$ cat src/pkg/input_sync_pkg.sv
package input_sync_pkg;

  // object dictionary subindexes of the input sync group
  localparam logic [7:0] IDX_ENTRY_COUNT = 8'h00;
  localparam logic [7:0] IDX_SYNC_MODE = 8'h01;
  localparam logic [7:0] IDX_CYCLE_TIME = 8'h02;
  localparam logic [7:0] IDX_SHIFT_TIME = 8'h03;
  localparam logic [7:0] IDX_SUPPORTED = 8'h04;
  localparam logic [7:0] IDX_MIN_CYCLE = 8'h05;
  localparam logic [7:0] IDX_CALC_COPY = 8'h06;
  localparam logic [7:0] IDX_MIN_DELAY = 8'h07;
  localparam logic [7:0] IDX_COMMAND = 8'h08;
  localparam logic [7:0] IDX_MAX_DELAY = 8'h09;
  localparam logic [7:0] IDX_MISSED = 8'h0b;
  localparam logic [7:0] IDX_OVERRUN = 8'h0c;
  localparam logic [7:0] IDX_SHORT_SHIFT = 8'h0d;
  localparam logic [7:0] IDX_SYNC_ERROR = 8'h20;

  // values after reset and fixed contents
  localparam logic [7:0] ENTRY_COUNT_VAL = 8'h20;
  localparam logic [15:0] SYNC_MODE_RST = 16'h0022;
  localparam logic [31:0] CYCLE_TIME_RST = 32'h000f4240;
  localparam logic [15:0] SUPPORTED_RST = 16'h0807;
  localparam logic [31:0] MIN_CYCLE_VAL = 32'h000186a0;
  localparam logic [31:0] MIN_DELAY_VAL = 32'h00000000;
  localparam logic [15:0] COMMAND_RST = 16'h0000;

  // supported-modes field layout
  localparam int SUPP_FREE_BIT = 0;
  localparam int SUPP_BM_BIT = 1;
  localparam int SUPP_DC_LSB = 2;
  localparam int SUPP_SHIFT_LSB = 4;
  localparam int SUPP_DYN_BIT = 14;
  localparam logic [1:0] SUPP_DC_PATTERN = 2'h1;
  localparam logic [1:0] SHIFT_LOCAL_EVENT = 2'h1;
  localparam logic [1:0] SHIFT_SECOND_PULSE = 2'h2;

  // buffer-manager channel numbers
  localparam logic [2:0] OUTPUT_BM_CHANNEL = 3'h3;
  localparam logic [2:0] INPUT_BM_CHANNEL = 3'h4;

  // timing
  localparam int CLK_FREQ_MHZ = 100;
  localparam logic [31:0] CLK_PERIOD_NS = 32'(1000 / CLK_FREQ_MHZ);
  localparam logic [31:0] SYNC_GAP_MIN_NS = 32'h000003e8;

  typedef enum logic [15:0] {
    MODE_FREE_RUN = 16'h0000,
    MODE_INPUT_BM = 16'h0001,
    MODE_FIRST_PULSE = 16'h0002,
    MODE_SECOND_PULSE = 16'h0003,
    MODE_OUTPUT_BM = 16'h0022
  } sync_mode_t;

  typedef struct packed {
    logic valid;
    logic wr;
    logic [7:0] subidx;
    logic [31:0] wdata;
  } od_req_t;

  typedef struct packed {
    logic ack;
    logic err;
    logic [31:0] rdata;
  } od_rsp_t;

endpackage

$ cat src/rtl/input_sync_parameter_monitor.sv
// Functional notes
// - mode codes 0,1,2,3,34 select sampling
// - free run: cycle time is local timer period
// - cycle time holds the value the master wrote
// - shift time: first pulse to sampling
// - supported bits 0,1 set, bits 2-3 01
// - bits 4-5 shift kind, bit 14 dynamic
// - minimum cycle time reads fixed value
// - calc-copy: sampling to inputs available
// - command 1 starts, 0 stops measurement
// - measuring keeps largest observed times
// - new measurement clears stored maxima
// - max delay: second pulse to sampling
// - count missed input events in run state
// - count late or early cycles in run
// - count too short pulse intervals
// - sync error flags faulty previous cycle
// - group header reports 0x20 entries
// - input buffer manager is channel four
`timescale 1ns/1ns
`default_nettype none

module input_sync_parameter_monitor #(
  parameter logic [1:0] INPUT_SHIFT_KIND = 2'h0,
  parameter logic DYNAMIC_TIMES = 1'b0,
  parameter logic [31:0] SYNC_GAP_MIN_NS = input_sync_pkg::SYNC_GAP_MIN_NS
) (
  input wire logic clk_sys_in,
  input wire logic rstn_in,
  input wire input_sync_pkg::od_req_t od_req_in,
  output input_sync_pkg::od_rsp_t od_rsp_out,
  input wire logic run_state_in,
  input wire logic bm_event_in,
  input wire logic [2:0] bm_channel_in,
  input wire logic first_cyclic_sync_pulse_in,
  input wire logic second_cyclic_sync_pulse_in,
  input wire logic inputs_ready_in,
  output logic sample_trigger_out,
  output logic sync_error_out
);

  function automatic logic [31:0] ns_add(input logic [31:0] t);
    logic [32:0] s;
    s = {1'b0, t} + {1'b0, input_sync_pkg::CLK_PERIOD_NS};
    ns_add = s[32] ? 32'hffffffff : s[31:0];
  endfunction

  function automatic logic [15:0] sat_inc(input logic [15:0] c, input logic hit);
    sat_inc = (hit && c != 16'hffff) ? c + 16'h0001 : c;
  endfunction

  function automatic logic [31:0] keep_max(input logic [31:0] cur, input logic [31:0] obs);
    keep_max = (obs > cur) ? obs : cur;
  endfunction

  logic [15:0] mode_ff;
  logic [31:0] cycle_time_ff;
  logic [15:0] command_ff;
  logic measuring_ff;
  logic [31:0] shift_max_ff;
  logic [31:0] calc_max_ff;
  logic [31:0] delay_max_ff;
  logic [15:0] missed_ff;
  logic [15:0] overrun_ff;
  logic [15:0] short_ff;
  logic sync_err_ff;
  logic [31:0] fr_ns_ff;
  logic [31:0] since0_ff;
  logic [31:0] since1_ff;
  logic [31:0] since_trig_ff;
  logic busy_ff;
  logic late_noted_ff;
  logic seen0_ff;
  logic seen1_ff;
  logic in_read_ff;
  logic trig_ff;
  input_sync_pkg::od_rsp_t rsp_ff;

  // request decode
  wire logic req_wr = od_req_in.valid & od_req_in.wr;
  wire logic [7:0] sub = od_req_in.subidx;
  wire logic [31:0] wd = od_req_in.wdata;
  wire logic wr_mode = req_wr && sub == input_sync_pkg::IDX_SYNC_MODE;
  wire logic wr_cycle = req_wr && sub == input_sync_pkg::IDX_CYCLE_TIME;
  wire logic wr_cmd = req_wr && sub == input_sync_pkg::IDX_COMMAND;
  wire logic mode_legal = wd[31:16] == 16'h0000 &&
    (wd[15:0] == input_sync_pkg::MODE_FREE_RUN ||
     wd[15:0] == input_sync_pkg::MODE_INPUT_BM ||
     wd[15:0] == input_sync_pkg::MODE_FIRST_PULSE ||
     wd[15:0] == input_sync_pkg::MODE_SECOND_PULSE ||
     wd[15:0] == input_sync_pkg::MODE_OUTPUT_BM);
  // a period below the floor could never be met, so it is refused
  wire logic cycle_legal = wd >= input_sync_pkg::MIN_CYCLE_VAL;
  wire logic cmd_legal = wd[31:1] == 31'h0;
  wire logic do_mode = wr_mode & mode_legal;
  wire logic do_cycle = wr_cycle & cycle_legal;
  wire logic do_cmd = wr_cmd & cmd_legal;
  wire logic meas_start = do_cmd & wd[0];
  wire logic meas_stop = do_cmd & ~wd[0];

  // mode decode
  wire logic m_free = mode_ff == input_sync_pkg::MODE_FREE_RUN;
  wire logic m_in_bm = mode_ff == input_sync_pkg::MODE_INPUT_BM;
  wire logic m_dc0 = mode_ff == input_sync_pkg::MODE_FIRST_PULSE;
  wire logic m_dc1 = mode_ff == input_sync_pkg::MODE_SECOND_PULSE;
  wire logic m_out_bm = mode_ff == input_sync_pkg::MODE_OUTPUT_BM;
  wire logic m_dc = m_dc0 | m_dc1;

  // buffer-manager events by channel
  wire logic in_bm_evt = bm_event_in && bm_channel_in == input_sync_pkg::INPUT_BM_CHANNEL;
  wire logic out_bm_evt = bm_event_in && bm_channel_in == input_sync_pkg::OUTPUT_BM_CHANNEL;
  wire logic p0 = first_cyclic_sync_pulse_in;
  wire logic p1 = second_cyclic_sync_pulse_in;

  // free-running local timer, period taken from the cycle time in ns
  wire logic [32:0] fr_next_sum = {1'b0, fr_ns_ff} + {1'b0, input_sync_pkg::CLK_PERIOD_NS};
  wire logic fr_fire = m_free && fr_next_sum >= {1'b0, cycle_time_ff};
  wire logic [31:0] nxt_fr_ns = (!m_free || fr_fire) ? 32'h0 : fr_next_sum[31:0];

  // sampling moment per mode
  wire logic trig = (m_free & fr_fire) | (m_in_bm & in_bm_evt) |
    (m_dc0 & p0) | (m_dc1 & p1) | (m_out_bm & out_bm_evt);

  // elapsed times; an event in this cycle counts as zero distance
  wire logic [31:0] at0 = p0 ? 32'h0 : since0_ff;
  wire logic [31:0] at1 = p1 ? 32'h0 : since1_ff;
  // the registers are seen one cycle after the event, so they restart at one period
  wire logic [31:0] nxt_since0 = p0 ? input_sync_pkg::CLK_PERIOD_NS : ns_add(since0_ff);
  wire logic [31:0] nxt_since1 = p1 ? input_sync_pkg::CLK_PERIOD_NS : ns_add(since1_ff);
  wire logic [31:0] nxt_since_trig = trig ? input_sync_pkg::CLK_PERIOD_NS : ns_add(since_trig_ff);

  // measurement captures, only meaningful in shared-time mode
  wire logic cap_trig = measuring_ff & m_dc & trig;
  wire logic cap_ready = measuring_ff & m_dc & busy_ff & inputs_ready_in;
  wire logic [31:0] nxt_shift = meas_start ? 32'h0 :
    cap_trig && seen0_ff ? keep_max(shift_max_ff, at0) : shift_max_ff;
  wire logic [31:0] nxt_delay = meas_start ? 32'h0 :
    cap_trig && seen1_ff ? keep_max(delay_max_ff, at1) : delay_max_ff;
  wire logic [31:0] nxt_calc = meas_start ? 32'h0 :
    cap_ready ? keep_max(calc_max_ff, since_trig_ff) : calc_max_ff;

  // cycle completion tracking; a new sample wins over an old completion
  wire logic nxt_busy = trig | (busy_ff & ~inputs_ready_in);
  wire logic late = busy_ff && !late_noted_ff && !inputs_ready_in &&
    since_trig_ff >= cycle_time_ff;
  wire logic early = trig && busy_ff && !inputs_ready_in && !late_noted_ff;
  wire logic nxt_late_noted = ~trig & (late_noted_ff | late);
  wire logic overrun_hit = run_state_in & (late | early);

  // missed input events: a pulse period passed with no master read
  wire logic nxt_in_read = in_bm_evt | (in_read_ff & ~p0);
  wire logic missed_hit = m_dc && run_state_in && p0 && seen0_ff &&
    !in_read_ff && !in_bm_evt;

  // second pulse too close behind the first
  wire logic short_hit = m_dc && p1 && seen0_ff && at0 < SYNC_GAP_MIN_NS;

  // error of the cycle just closed, judged at each first pulse
  wire logic nxt_sync_err = !m_dc ? 1'b0 :
    p0 ? (seen0_ff && (busy_ff && !inputs_ready_in || missed_hit)) : sync_err_ff;

  // supported-modes word
  wire logic [15:0] supp_mask = 16'h0001 << input_sync_pkg::SUPP_FREE_BIT |
    16'h0001 << input_sync_pkg::SUPP_BM_BIT |
    16'h0003 << input_sync_pkg::SUPP_DC_LSB |
    16'h0003 << input_sync_pkg::SUPP_SHIFT_LSB |
    16'h0001 << input_sync_pkg::SUPP_DYN_BIT;
  wire logic [15:0] supp_val = (input_sync_pkg::SUPPORTED_RST & ~supp_mask) |
    16'h0001 << input_sync_pkg::SUPP_FREE_BIT |
    16'h0001 << input_sync_pkg::SUPP_BM_BIT |
    {14'h0, input_sync_pkg::SUPP_DC_PATTERN} << input_sync_pkg::SUPP_DC_LSB |
    {14'h0, INPUT_SHIFT_KIND} << input_sync_pkg::SUPP_SHIFT_LSB |
    {15'h0, DYNAMIC_TIMES} << input_sync_pkg::SUPP_DYN_BIT;

  // read selection and refusal
  logic [31:0] rd_val;
  logic rd_hit;
  logic ro_hit;
  always_comb begin
    rd_val = 32'h0;
    rd_hit = 1'b1;
    ro_hit = 1'b1;
    unique case (sub)
      input_sync_pkg::IDX_ENTRY_COUNT: rd_val = {24'h0, input_sync_pkg::ENTRY_COUNT_VAL};
      input_sync_pkg::IDX_SYNC_MODE: begin
        rd_val = {16'h0, mode_ff};
        ro_hit = 1'b0;
      end
      input_sync_pkg::IDX_CYCLE_TIME: begin
        rd_val = cycle_time_ff;
        ro_hit = 1'b0;
      end
      input_sync_pkg::IDX_SHIFT_TIME: rd_val = shift_max_ff;
      input_sync_pkg::IDX_SUPPORTED: rd_val = {16'h0, supp_val};
      input_sync_pkg::IDX_MIN_CYCLE: rd_val = input_sync_pkg::MIN_CYCLE_VAL;
      input_sync_pkg::IDX_CALC_COPY: rd_val = calc_max_ff;
      input_sync_pkg::IDX_MIN_DELAY: rd_val = input_sync_pkg::MIN_DELAY_VAL;
      input_sync_pkg::IDX_COMMAND: begin
        rd_val = {16'h0, command_ff};
        ro_hit = 1'b0;
      end
      input_sync_pkg::IDX_MAX_DELAY: rd_val = delay_max_ff;
      input_sync_pkg::IDX_MISSED: rd_val = {16'h0, missed_ff};
      input_sync_pkg::IDX_OVERRUN: rd_val = {16'h0, overrun_ff};
      input_sync_pkg::IDX_SHORT_SHIFT: rd_val = {16'h0, short_ff};
      input_sync_pkg::IDX_SYNC_ERROR: rd_val = {31'h0, sync_err_ff};
      default: rd_hit = 1'b0;
    endcase
  end

  wire logic bad_val = (wr_mode & ~mode_legal) | (wr_cycle & ~cycle_legal) | (wr_cmd & ~cmd_legal);
  wire logic req_err = !rd_hit || (od_req_in.wr && (ro_hit || bad_val));
  wire input_sync_pkg::od_rsp_t nxt_rsp = '{
    ack: od_req_in.valid,
    err: od_req_in.valid & req_err,
    rdata: (od_req_in.valid & ~od_req_in.wr & rd_hit) ? rd_val : 32'h0
  };

  // parameters written by the master
  always_ff @(posedge clk_sys_in) begin
    if (!rstn_in) begin
      mode_ff <= input_sync_pkg::SYNC_MODE_RST;
      cycle_time_ff <= input_sync_pkg::CYCLE_TIME_RST;
      command_ff <= input_sync_pkg::COMMAND_RST;
      measuring_ff <= 1'b0;
    end else begin
      if (do_mode) begin
        mode_ff <= wd[15:0];
      end
      if (do_cycle) begin
        cycle_time_ff <= wd;
      end
      if (do_cmd) begin
        command_ff <= wd[15:0];
      end
      measuring_ff <= meas_start | (measuring_ff & ~meas_stop);
    end
  end

  // measured maxima
  always_ff @(posedge clk_sys_in) begin
    if (!rstn_in) begin
      shift_max_ff <= 32'h0;
      calc_max_ff <= 32'h0;
      delay_max_ff <= 32'h0;
    end else begin
      shift_max_ff <= nxt_shift;
      calc_max_ff <= nxt_calc;
      delay_max_ff <= nxt_delay;
    end
  end

  // event counters and error flag
  always_ff @(posedge clk_sys_in) begin
    if (!rstn_in) begin
      missed_ff <= 16'h0;
      overrun_ff <= 16'h0;
      short_ff <= 16'h0;
      sync_err_ff <= 1'b0;
    end else begin
      missed_ff <= sat_inc(missed_ff, missed_hit);
      overrun_ff <= sat_inc(overrun_ff, overrun_hit);
      short_ff <= sat_inc(short_ff, short_hit);
      sync_err_ff <= nxt_sync_err;
    end
  end

  // timers and cycle tracking
  always_ff @(posedge clk_sys_in) begin
    if (!rstn_in) begin
      fr_ns_ff <= 32'h0;
      since0_ff <= 32'h0;
      since1_ff <= 32'h0;
      since_trig_ff <= 32'h0;
      busy_ff <= 1'b0;
      late_noted_ff <= 1'b0;
      seen0_ff <= 1'b0;
      seen1_ff <= 1'b0;
      in_read_ff <= 1'b0;
      trig_ff <= 1'b0;
    end else begin
      fr_ns_ff <= nxt_fr_ns;
      since0_ff <= nxt_since0;
      since1_ff <= nxt_since1;
      since_trig_ff <= nxt_since_trig;
      busy_ff <= nxt_busy;
      late_noted_ff <= nxt_late_noted;
      seen0_ff <= seen0_ff | p0;
      seen1_ff <= seen1_ff | p1;
      in_read_ff <= nxt_in_read;
      trig_ff <= trig;
    end
  end

  // response port
  always_ff @(posedge clk_sys_in) begin
    if (!rstn_in) begin
      rsp_ff <= '0;
    end else begin
      rsp_ff <= nxt_rsp;
    end
  end

  assign od_rsp_out = rsp_ff;
  assign sample_trigger_out = trig_ff;
  assign sync_error_out = sync_err_ff;

endmodule

`default_nettype wire

$ cat config.mk
export PLATFORM = sky130hd
export DESIGN_NAME = input_sync_parameter_monitor
export DESIGN_NICKNAME = d
export VERILOG_FILES = /design/src/pkg/input_sync_pkg.sv /design/src/rtl/input_sync_parameter_monitor.sv
export SDC_FILE = /design/constraint.sdc
export NUM_CORES = 1
export LEC_CHECK = 0
export ABC_AREA = 1
export BUFFER_PORTS_ARGS = -buffer_cell sky130_fd_sc_hd__buf_4
export CAP_MARGIN = 20
export CORE_ASPECT_RATIO = 0.5
export CORE_MARGIN = 5
export CORE_UTILIZATION = 40
export DETAILED_ROUTE_END_ITERATION = 8
export SLEW_MARGIN = 20
export SYNTH_ARGS = -nofsm -noshare
export SYNTH_HDL_FRONTEND = slang
export SYNTH_SLANG_ARGS = --single-unit
$ cat constraint.sdc
create_clock -name clk_sys_in -period 9.6 [get_ports clk_sys_in]
set_clock_uncertainty 0.05 [all_clocks]
set_input_delay 1.92 -clock clk_sys_in [delete_from_list [all_inputs] [get_ports clk_sys_in]]
set_output_delay 1.92 -clock clk_sys_in [all_outputs]
set_load 0.02 [all_outputs]
==> flow_summary.yaml <==
outcome:
  status: "finished clean"
worst_setup_path:
  worstPathCellList: "ha_1, inv_1, nand2_1, and3_1, nand3_1, nor3_2, nand3_1, nor4_1, xor2_1, inv_1, ha_1, nand2_1, nor2_1, nand3_1, nor2_1, nand2_1, nand2_1, nor2_1, nand3_2, nand2_2, nand2_1, nand3_4, o21ai_0, nor2_1"
  cp_max_fo: 64
  cp.required_ns: 9.99
  arrival_ns: 5.29
  crit_type: "register to register"
  critPathSlowestCell: "nand3_4"
  crit_top_cell: "nand2_1"
  start_kind: "register"
  regToRegStartpoint: "fr_ns_ff[1]$_SDFF_PP0_"
  setup.worst_path.start: "fr_ns_ff[1]$_SDFF_PP0_"
  slowest_delay_ns: 0.53
  cp-end-kind: "register"
yosys:
  synth-async-reset-ratio_pct: 0
  ys_seq_area_share_pct: 34.1
  synth-edff-count: 0
  synth-seq-cells: 376
  yosysUniqueCellTypes: 55
  yosysWarningCount: 0
  yosys.area.top_type: "dfxtp_1"
  syn_area_um2: 22100
  netlist_top_cells_count: "nand2_1, inv_1, nor2_1"
  synth.area.top_cells: "dfxtp_1, nand2_1, ha_1, inv_1, nor2_1"
  yosys.area.top_type_share_pct: 34.1
  synthCells: 3200
  synth_most_common_cell: "nand2_1"
  avgSynthCellArea_um2: 6.91
  mappedNetlistNets: 3418
  yosys_most_used_dff: "dfxtp_1"
global_routing:
  track_usage_pct: 23.4
  grt-ovfl-total: 0
  grt_pass1_vias: 19226
  grt_max_degree: 65
  grt_first_pass_wirelength_mm: 112
  antenna_found_initial: 0
clock_tree:
  cts_buffer_depth: 3
  ctsHoldBuffers: 0
  tritoncts: "done"
  h-tree-depth: 2
  root_buffer: "clkbuf_16"
  clk_latency_ns: 0.56
  cts_resized: 0
  numCtsBuffers: 39
  clk_pin_slew_worst_paths_ns: 0.06
  postCtsSetupBuffers: 0
  cts.sinks: 376
layout:
  drive_gt1_share_pct: 7.25
  fin_nets: 3461
  post-route-util_pct: 45.4
  area_growth_pct: 11.5
  antenna_cells: 0
power_and_ir_drop:
  power.switching_mw: 0.810
  swShare_pct: 24.2
  ir_drop_mv: 0.0971
  p_leak_nw: 10.7
  clockPowerShare_pct: 47.9
  pwr-share-comb_pct: 5.0
  power_density_nw_per_um2: 136
  p_int_mw: 2.54
  finalPower_mw: 3.35
  seqPwrFrac_pct: 47.1
floorplan:
  dieArea_um2: 60300
  pin_count: 88
  core_area_um2: 54200
  rows: 60
  fp.dieW_um: 342
  initial_utilization_pct: 40.8
  die_y_um: 176
sta:
  drv_slew: 0
  setup_ws_ns: 4.70
  min_period_ns: 4.90
  hold_ws_ns: 0.394
  rsz0062_at_grt: "false"
  period_share_pct: 51.0
  relSlewSlack_pct: 26.7
  finalSetupViolations: 0
  setup_tns_ns: 0
  finalHoldViolCount: 0
  worst_pin_slew_ns: 1.10
  fmax_mhz: 204
drt:
  ant_nets: 0
  vias_per_cell: 5.24
  num_vias: 21029
  totalWireLength_mm: 73.1
  firstDrtPassIters: 6
  drt-wirelength-per-cell_um: 18.2
  drc_errors: 0
  drt_iter0_drc: 1868
hold_path:
  hp-class: "register to register"
  min_from: "command_ff[2]$_SDFFE_PN0P_"
place:
  dp_hpwl_mm: 56.7
  globalplace.congestion: 0.947
  dp_slack_ns: 4.62
  port_buffers: 87
job:
  cap_viol_max_count: 0
## layout by cell type (no fill, tap or decap), types with 96 or more instances in the layout
cell type	synthesis	final
nor2_1	458	458
dfxtp_1	376	376
nand2_1	564	564
ha_1	166	166
xor2_1	96	96
nor3_1	97	97
o21ai_0	99	99
a21oi_1	271	271
nand3_1	98	98
buf_4	4	101
inv_1	482	482
## state kept, by name, indices dropped and copies added, names as in the netlist, 16 cells and up
register       cells
command_ff        16
short_ff          16
since0_ff         32
since1_ff         32
fr_ns_ff          31
delay_max_ff      32
overrun_ff        16
shift_max_ff      32
mode_ff           16
cycle_time_ff     32
missed_ff         16
od_rsp_out        34
since_trig_ff     32
calc_max_ff       32
## layer usage
| metal | vias up | track usage (%) | routed length (µm) |
|---|---|---|---|
| met1 | 9806 | 34.4 | 35500 |
| li1 | 10540 | - | - |
| met4 | 0 | 5.07 | 1550 |
| met5 | - | 0 | 0 |
| met3 | 88 | 3.27 | 4750 |
| met2 | 595 | 36.6 | 31200 |
## power groups by stage
stage | Sequential (mW) | Clock [mW] | Combinational [mW]
finish | 1.57 | 1.60 | 0.167
global route | 1.57 | 1.70 | 0.182
CTS | 1.57 | 1.63 | 0.166
detailed placement | 1.61 | 0 | 0.165
global placement | 1.61 | 0 | 0.164
floorplan | 1.61 | 0 | 0.104
## path summary, 6_finish.rpt
| path | slack [ns] | to | cells past startpoint |
|---|---|---|---|
| worst min-delay path | 0.39 | command_ff[2]$_SDFFE_PN0P_ | 2 |
| worst max-delay path | 4.70 | delay_max_ff[0]$_SDFFE_PP0P_ | 24 |
| worst min register to register | 0.39 | command_ff[2]$_SDFFE_PN0P_ | 2 |
| worst max register to register | 4.70 | delay_max_ff[0]$_SDFFE_PP0P_ | 24 |
## final cells by class
| class | count | area, µm² |
|---|---|---|
| well taps | 744 | 931 |
| clock buffers | 59 | 1160 |
| inverters | 501 | 1880 |
| fillers | 5695 | 29600 |
| multi-input cells | 2224 | 12200 |
| clock inverters | 10 | 145 |
| repair buffers | 101 | 758 |
| flip-flops and latches | 376 | 7530 |
## through the flow
stage                     cells  instance area, µm²
after floorplan            3200               22100
after global placement     3946               23300
after detailed placement   3946               23300
after CTS                  4015               24600
after global routing       4015               24600
final                      4015               24600
## logic make-up after synthesis
group / after synthesis / synth area share, %
flops: 376 / 34.1
xor+xnor: 103 / 4.08
fa+ha+maj: 166 / 9.40
simple gates: 1395 / 27.7
buf+inv: 600 / 10.7
compound gates: 560 / 14.1
## worst max-delay path: cells and delay by family, from the launching register on
family	cells	cell delay, ns
compound gates	1	0.41
xor+xnor	1	0.27
flops	1	0.38
buf+inv	2	0.13
fa+ha+maj	2	0.46
simple gates	18	3.04
No activity file was read; power rests on OpenSTA's default activity.
